<file path="config.mk">
export PLATFORM = sky130hd
export DESIGN_NAME = mcp_control
export DESIGN_NICKNAME = d
export VERILOG_FILES = /design/src/mcp_pkg.sv /design/src/mcp_control.sv /design/src/mcp_sync.sv
export SDC_FILE = /design/constraint.sdc
export NUM_CORES = 1
export LEC_CHECK = 0
export BUFFER_PORTS_ARGS = -buffer_cell sky130_fd_sc_hd__buf_2
export CORE_MARGIN = 1.5
export CORE_UTILIZATION = 55
export DETAILED_ROUTE_END_ITERATION = 8
export PLACE_DENSITY = 0.81
export SLEW_MARGIN = 5
export SYNTH_ARGS = -nofsm -noshare
export SYNTH_HDL_FRONTEND = slang
export SYNTH_HIERARCHICAL = 1
export SYNTH_SLANG_ARGS = --single-unit
</file>
<file path="constraint.sdc">
create_clock -name clock -period 2.4 [get_ports clock]
set_clock_uncertainty 0.15 [all_clocks]
set_input_delay 0.12 -clock clock [delete_from_list [all_inputs] [get_ports clock]]
set_output_delay 0.12 -clock clock [all_outputs]
set_load 0.005 [all_outputs]
</file>
<file path="src/mcp_pkg.sv">
// constants and types for the module control pin handler
// Overview of operation
// - optical output stays off while the output-off request is high
// - optical output turns on while the output-off request is low at full power
// - low-power request high holds the module in its low-power state
// - low-power request low brings the module up into full-power operation
// - management access stays available during the low-power state
// - while the active-low hold-in-reset pin is low, the module stays in reset
// - rising hold-in-reset pin starts the power-on initialization sequence
// - transmit monitor clock runs at one forty-eighth of the symbol rate
// - all timing comes from the internal local clock, no host reference clock
// - initialization ends between the minimum and maximum time after reset
package mcp_pkg;

    localparam int          CLOCK_HZ      = 50_000_000;
    localparam int          LOCAL_REF_HZ  = 622_080_000;
    localparam int          MS_PER_S      = 1000;
    localparam int          INIT_MIN_S    = 190;
    localparam int          INIT_MAX_S    = 220;
    localparam logic [15:0] MS_CYCLES     = 16'(CLOCK_HZ / MS_PER_S);
    localparam logic [17:0] INIT_MS       = 18'(INIT_MIN_S * MS_PER_S);
    localparam int          TXM_DIVIDE    = 48;
    localparam logic [4:0]  TXM_HALF_LAST = 5'(TXM_DIVIDE / 2 - 1);
    localparam int          PIN_COUNT     = 3;
    // safe pin levels during chip reset: output off, low power, held in reset
    localparam logic [2:0]  PIN_RST_VAL   = 3'h6;

    typedef enum logic [1:0] {
        MCP_ST_RESET     = 2'b00,
        MCP_ST_INIT      = 2'b01,
        MCP_ST_LOW_POWER = 2'b10,
        MCP_ST_NORMAL    = 2'b11
    } mcp_state_t;

    // host pins, bit order fixed so the synchronizer can take a vector
    typedef struct packed {
        logic optical_output_off_request;
        logic low_power_request;
        logic module_hold_in_reset_n;
    } mcp_pins_t;

    typedef struct packed {
        logic optical_output_on;
        logic low_power_mode;
        logic in_reset;
        logic init_busy;
        logic operational;
        logic mgmt_access_enable;
    } mcp_status_t;

endpackage : mcp_pkg

</file>
<file path="src/mcp_control.sv">
// module control pin handler: tx disable, low power, reset and monitor clock
`timescale 1ns/100ps
module mcp_control #(
    parameter logic [15:0] MS_CYCLES = mcp_pkg::MS_CYCLES,
    parameter logic [17:0] INIT_MS   = mcp_pkg::INIT_MS
) (
    // clock and reset
    input  wire logic          clock,
    input  wire logic          reset_n,
    // host control pins
    input  wire logic          optical_output_off_request,
    input  wire logic          low_power_request,
    input  wire logic          module_hold_in_reset_n,
    // one pulse per transmitted symbol
    input  wire logic          symbol_tick,
    // module state
    output mcp_pkg::mcp_status_t status,
    output logic               tx_monitor_clock
);

    mcp_pkg::mcp_pins_t   pins_raw;
    mcp_pkg::mcp_pins_t   pins;
    logic [mcp_pkg::PIN_COUNT-1:0] pins_vec;

    mcp_pkg::mcp_state_t  state_reg;
    mcp_pkg::mcp_state_t  state_next;
    logic [15:0]          ms_cnt_reg;
    logic [15:0]          ms_cnt_next;
    logic [17:0]          init_cnt_reg;
    logic [17:0]          init_cnt_next;
    logic                 ms_tick;
    logic                 init_done;
    logic [4:0]           sym_cnt_reg;
    logic [4:0]           sym_cnt_next;
    logic                 txm_reg;
    logic                 txm_next;
    mcp_pkg::mcp_status_t status_reg;
    mcp_pkg::mcp_status_t status_next;

    assign pins_raw.optical_output_off_request = optical_output_off_request;
    assign pins_raw.low_power_request          = low_power_request;
    assign pins_raw.module_hold_in_reset_n     = module_hold_in_reset_n;

    mcp_sync u_sync (
        .clock     (clock),
        .reset_n   (reset_n),
        .pins_in   (pins_raw),
        .pins_sync (pins_vec)
    );
    assign pins = pins_vec;

    assign ms_tick   = (ms_cnt_reg == MS_CYCLES - 16'h0001);
    // done at the minimum time, well inside the maximum
    assign init_done = ms_tick && (init_cnt_reg == INIT_MS - 18'h00001);

    always_comb begin
        state_next    = state_reg;
        ms_cnt_next   = ms_cnt_reg;
        init_cnt_next = init_cnt_reg;
        unique case (state_reg)
            mcp_pkg::MCP_ST_RESET: begin
                ms_cnt_next   = 16'h0000;
                init_cnt_next = 18'h00000;
                if (pins.module_hold_in_reset_n) begin
                    state_next = mcp_pkg::MCP_ST_INIT;
                end
            end
            mcp_pkg::MCP_ST_INIT: begin
                ms_cnt_next = ms_tick ? 16'h0000 : ms_cnt_reg + 16'h0001;
                if (ms_tick) begin
                    init_cnt_next = init_cnt_reg + 18'h00001;
                end
                if (init_done) begin
                    state_next = pins.low_power_request ? mcp_pkg::MCP_ST_LOW_POWER
                                                        : mcp_pkg::MCP_ST_NORMAL;
                end
            end
            mcp_pkg::MCP_ST_LOW_POWER: begin
                // go to full power on release
                if (!pins.low_power_request) begin
                    state_next = mcp_pkg::MCP_ST_NORMAL;
                end
            end
            mcp_pkg::MCP_ST_NORMAL: begin
                if (pins.low_power_request) begin
                    state_next = mcp_pkg::MCP_ST_LOW_POWER;
                end
            end
        endcase
        if (!pins.module_hold_in_reset_n) begin
            state_next = mcp_pkg::MCP_ST_RESET;
        end
    end

    always_ff @(posedge clock or negedge reset_n) begin
        if (!reset_n) begin
            state_reg    <= mcp_pkg::MCP_ST_RESET;
            ms_cnt_reg   <= 16'h0000;
            init_cnt_reg <= 18'h00000;
        end else begin
            state_reg    <= state_next;
            ms_cnt_reg   <= ms_cnt_next;
            init_cnt_reg <= init_cnt_next;
        end
    end

    // status follows the next state so outputs line up with state_reg
    always_comb begin
        status_next                    = '0;
        status_next.in_reset           = (state_next == mcp_pkg::MCP_ST_RESET);
        status_next.init_busy          = (state_next == mcp_pkg::MCP_ST_INIT);
        status_next.low_power_mode     = (state_next == mcp_pkg::MCP_ST_LOW_POWER);
        status_next.operational        = (state_next == mcp_pkg::MCP_ST_NORMAL);
        // management kept up in low power
        status_next.mgmt_access_enable = status_next.low_power_mode
                                       || status_next.operational;
        // on whenever request low at full power
        // laser gated by full power: an uninitialized module cannot emit safely
        status_next.optical_output_on  = status_next.operational
                                       && !pins.optical_output_off_request;
    end

    always_ff @(posedge clock or negedge reset_n) begin
        if (!reset_n) begin
            status_reg <= '0;
        end else begin
            status_reg <= status_next;
        end
    end

    assign status = status_reg;

    always_comb begin
        sym_cnt_next = sym_cnt_reg;
        txm_next     = txm_reg;
        if (symbol_tick) begin
            if (sym_cnt_reg == mcp_pkg::TXM_HALF_LAST) begin
                sym_cnt_next = 5'h00;
                txm_next     = !txm_reg;
            end else begin
                sym_cnt_next = sym_cnt_reg + 5'h01;
            end
        end
    end

    always_ff @(posedge clock or negedge reset_n) begin
        if (!reset_n) begin
            sym_cnt_reg <= 5'h00;
            txm_reg     <= 1'b0;
        end else begin
            sym_cnt_reg <= sym_cnt_next;
            txm_reg     <= txm_next;
        end
    end

    assign tx_monitor_clock = txm_reg;

    AST_TX_OFF: assert property (
        @(posedge clock) disable iff (!reset_n)
        pins.optical_output_off_request |=> !status.optical_output_on)
        else $error("optical output on while off request high");

    AST_TX_ON: assert property (
        @(posedge clock) disable iff (!reset_n)
        (state_reg == mcp_pkg::MCP_ST_NORMAL) && pins.low_power_request == 1'b0
        && pins.module_hold_in_reset_n && !pins.optical_output_off_request
        |=> status.optical_output_on)
        else $error("optical output off while enabled at full power");

    AST_LP_HOLD: assert property (
        @(posedge clock) disable iff (!reset_n)
        (state_reg == mcp_pkg::MCP_ST_LOW_POWER) && pins.low_power_request
        && pins.module_hold_in_reset_n
        |=> (state_reg == mcp_pkg::MCP_ST_LOW_POWER) && status.low_power_mode)
        else $error("left low power while still requested");

    AST_LP_EXIT: assert property (
        @(posedge clock) disable iff (!reset_n)
        (state_reg == mcp_pkg::MCP_ST_LOW_POWER) && !pins.low_power_request
        && pins.module_hold_in_reset_n
        |=> status.operational && !status.low_power_mode)
        else $error("no full power after low power release");

    AST_MGMT: assert property (
        @(posedge clock) disable iff (!reset_n)
        status.low_power_mode |-> status.mgmt_access_enable && !status.optical_output_on)
        else $error("management unavailable in low power");

    AST_RST_HOLD: assert property (
        @(posedge clock) disable iff (!reset_n)
        !pins.module_hold_in_reset_n |=> status.in_reset && !status.optical_output_on)
        else $error("not in reset while reset pin held");

    AST_INIT_START: assert property (
        @(posedge clock) disable iff (!reset_n)
        (state_reg == mcp_pkg::MCP_ST_RESET) && pins.module_hold_in_reset_n
        |=> status.init_busy && init_cnt_reg == 18'h00000)
        else $error("init not started on reset release");

    AST_INIT_TIME: assert property (
        @(posedge clock) disable iff (!reset_n)
        (state_reg == mcp_pkg::MCP_ST_INIT) ##1 (state_reg != mcp_pkg::MCP_ST_INIT)
        && $past(pins.module_hold_in_reset_n)
        |-> $past(init_cnt_reg) == INIT_MS - 18'h00001
            && $past(ms_cnt_reg) == MS_CYCLES - 16'h0001)
        else $error("init ended at wrong time");

    AST_TXM_DIV: assert property (
        @(posedge clock) disable iff (!reset_n)
        $changed(tx_monitor_clock)
        |-> $past(symbol_tick) && $past(sym_cnt_reg) == mcp_pkg::TXM_HALF_LAST)
        else $error("monitor clock toggled off the 24th symbol");

endmodule : mcp_control

</file>
<file path="src/mcp_sync.sv">
// two-stage synchronizer for the host control pins
`timescale 1ns/100ps
module mcp_sync (
    // clock and reset
    input  wire logic                        clock,
    input  wire logic                        reset_n,
    // pins
    input  wire logic [mcp_pkg::PIN_COUNT-1:0] pins_in,
    output logic      [mcp_pkg::PIN_COUNT-1:0] pins_sync
);

    logic [mcp_pkg::PIN_COUNT-1:0] meta_reg;
    logic [mcp_pkg::PIN_COUNT-1:0] sync_reg;

    genvar i;
    generate
        for (i = 0; i < mcp_pkg::PIN_COUNT; i++) begin : g_bit
            always_ff @(posedge clock or negedge reset_n) begin
                if (!reset_n) begin
                    meta_reg[i] <= mcp_pkg::PIN_RST_VAL[i];
                    sync_reg[i] <= mcp_pkg::PIN_RST_VAL[i];
                end else begin
                    meta_reg[i] <= pins_in[i];
                    sync_reg[i] <= meta_reg[i];
                end
            end
        end
    endgenerate

    assign pins_sync = sync_reg;

endmodule : mcp_sync

</file>
==> results.yml <==
outcome:
  outcome: "completed"
min_path:
  min_from: "u_sync/meta_reg[2]"
  hold_end: "u_sync/pins_sync[2]"
  hold-path-cell-count: 0
  hp-class: "flip-flop to flip-flop"
yosys:
  synth-seq-area-share: 0.500
  synth-async-reset-ratio: 1.00
  ys.flop_type: "dfrtp_1"
  synth_edf_count: 0
  synth.distinct_cells: 51
  yosysTopAreaCell: "dfrtp_1"
  ys_ff_latch: 54
  syn_area_sq_um: 2710
  syn_nets: 291
  syn-mean-instance-area_sq_um: 9.61
  ys_warn_count: 6
  syn-instance-count: 282
  synth_area_leaders: "dfrtp_1 46%, nand2_1 4.8%, o21ai_0 4.8%"
  synth_top_area_frac: 0.461
clocking:
  numCtsBuffers: 5
  cts_tree: "done"
  insertion_delay_ns: 0.31
  clkTransAtPathRegs_ns: 0.10
  cts_buffer_depth: 2
  cts_htree_levels: 2
  clockRootBuffer: "clkbuf_8"
  cts.sinks: 54
worst_setup_path:
  critPathArrivalTime_ns: 2.32
  r2r_end: "ms_cnt_reg[13]"
  r2r_slack_ns: 0.13
  path_depth: 7
  rr_startpoint: "ms_cnt_reg[11]"
  critPathMostFrequentCell: "buf_4"
  cp-start-kind: "flip-flop"
  reg2reg_depth: 7
  path_class: "flip-flop to flip-flop"
  crit_buf_inv: 2
  crit_slowest_cell: "nor4b_1"
  crit_required_ns: 2.45
  cp_slowest_stage_delay_ns: 0.47
  worstSetupEndpointType: "flip-flop"
  worstSetupStartpoint: "ms_cnt_reg[11]"
  path_max_fanout: 12
  crit_chain: "nor4b_1, and4_1, buf_4, nor2_1, buf_4, and3_1, o22a_1"
  critPathTopFamily: "simple AND/OR/NAND/NOR gates"
power_and_ir_drop:
  power.total_mw: 1.70
  swShare: 0.251
  p_per_area_nw_per_um2: 557
  combPwrFrac: 0.084
  p_leak_nw: 1.36
  p_seq_frac: 0.598
  clkPwrFrac: 0.317
  p_int_mw: 1.28
  ir_drop_mv: 0.447
  p_sw_uw: 427
finish:
  fin_util: 0.647
  layout_commonest_cell: "dfrtp_1"
  area_growth_pct: 12.8
  fill_cells: 357
  antenna_cells: 0
  final_cells: 377
  drive_gt1_frac: 0.161
  layout.nets: 318
  largest_register_ffs: 18
  design_area_sq_um: 3060
  final_cell_mix: "50 x dfrtp_1, 35 x nand2_1, 26 x o21ai_0"
timing:
  period_share: 0.944
  max_slew_margin: 0.383
  timing.final.setup_violations: 0
  fin_crit_ns: 2.27
  drv_slew: 0
  hold_viol_final: 0
  fin_ws_ns: 0.135
  fmax_ghz: 0.441
  worstMarginPinSlew_ns: 0.925
die:
  coreArea_sq_um: 4720
  io_pins: 13
  die_area_sq_um: 5360
  die_h_microns: 73.2
  initial_core_util: 0.574
  die_x_microns: 73.2
  num_rows: 25
routing:
  vias: 2255
  drt_iter0_markers: 277
  ant_nets: 0
  wl_mm: 5.73
  post_drt_wl_per_cell_microns: 15.2
  drcViolationCount: 0
  firstDrtPassIters: 5
  via_per_inst: 5.98
global_routing:
  antenna_found_initial: 0
  grt_max_degree: 44
  gr-usage-all-layers: 0.238
  globalRoute.totalOverflow: 0
  grt_pass1_vias: 2112
  grt_pass1_wl_mm: 9.85
placement:
  post-dp-hpwl_mm: 3.86
  port_buffers: 12
  dpl_cell_area_sq_um: 2900
  place_congestion: 0.889
  pre_cts_slack_ns: 0.168
  dp.cells: 364
run:
  maxCapViolations: 0
what timing repair did:
item                                   4_1_cts  5_1_grt
endpoints found under the hold margin       44        0
gates resized for setup                      0        2
setup endpoints to repair                    0        1
hold buffers                                 5        0
setup buffers                                0        0
final cells by class:
class	instances	area (sq um)	area share
Sequential cell	54	1360	0.444
Multi-Input combinational cell	209	1270	0.417
Timing Repair Buffer	30	211	0.0691
Tap cell	67	83.8	0.0274
Clock buffer	6	82.6	0.0270
Inverter	9	33.8	0.0110
Clock inverter	2	16.3	0.00532
power groups by stage:
| stage | Combinational [mW] | Clock, mW | Sequential (mW) |
|---|---|---|---|
| final | 0.143 | 0.541 | 1.02 |
| after global routing | 0.168 | 0.591 | 1.03 |
| after detailed placement | 0.139 | 0 | 1.04 |
| after CTS | 0.146 | 0.551 | 1.02 |
| after floorplan | 0.0886 | 0 | 1.02 |
| after global placement | 0.133 | 0 | 1.03 |
logic make-up after synthesis:
logic type / Yosys count / synth area share
AOI/OAI and AO/OA: 60 / 0.144
xor gates and xnor gates: 8 / 0.0258
muxes: 7 / 0.0263
buffers and inverters: 19 / 0.0318
and+or+nand+nor: 131 / 0.258
adders and majority gates: 3 / 0.0138
DFF: 54 / 0.500
routing by layer:
layer | vias up | routed length (microns) | GRT usage
li1 | 1079 | - | -
met1 | 1095 | 2700 | 0.343
met2 | 69 | 2670 | 0.354
met3 | 12 | 232 | 0.0428
met4 | 0 | 129 | 0.0964
met5 | - | 0 | 0
worst max path at each step:
stage / end
2_1_floorplan: init_cnt_reg[14]
3_3_place_gp: ms_cnt_reg[15]
3_5_place_dp: ms_cnt_reg[15]
4_1_cts: ms_cnt_reg[15]
5_1_grt: init_cnt_reg[5]
6_report: ms_cnt_reg[13]
metrics by stage:
step	TNS [ns]	hold WS, ns
final	0	0.215
after global routing	-0.00163	0.221
after CTS	0	0.215
after detailed placement	0	0.0763
after global placement	0	0.0762
after floorplan	0	-0.326
Yosys cell counts (3+ instances only):
master	instances
xnor2_1	7
nor2_1	25
a21o_1	5
nand3_1	16
and3_1	6
o21ai_0	26
nor4_1	3
dfrtp_1	50
inv_1	9
nor3_1	12
or3_1	3
clkbuf_1	3
ha_1	3
a22o_1	4
mux2i_1	6
buf_2	5
dfstp_2	4
a21oi_1	10
nand2_1	35
nand4_1	11
worst register-to-register path: stages (launching register included):
cell	delay, ns
dfrtp_1	0.39
nor4b_1	0.47
and4_1	0.38
buf_4	0.18
nor2_1	0.05
buf_4	0.19
and3_1	0.16
o22a_1	0.20
Power figures use the tool's default switching activity.
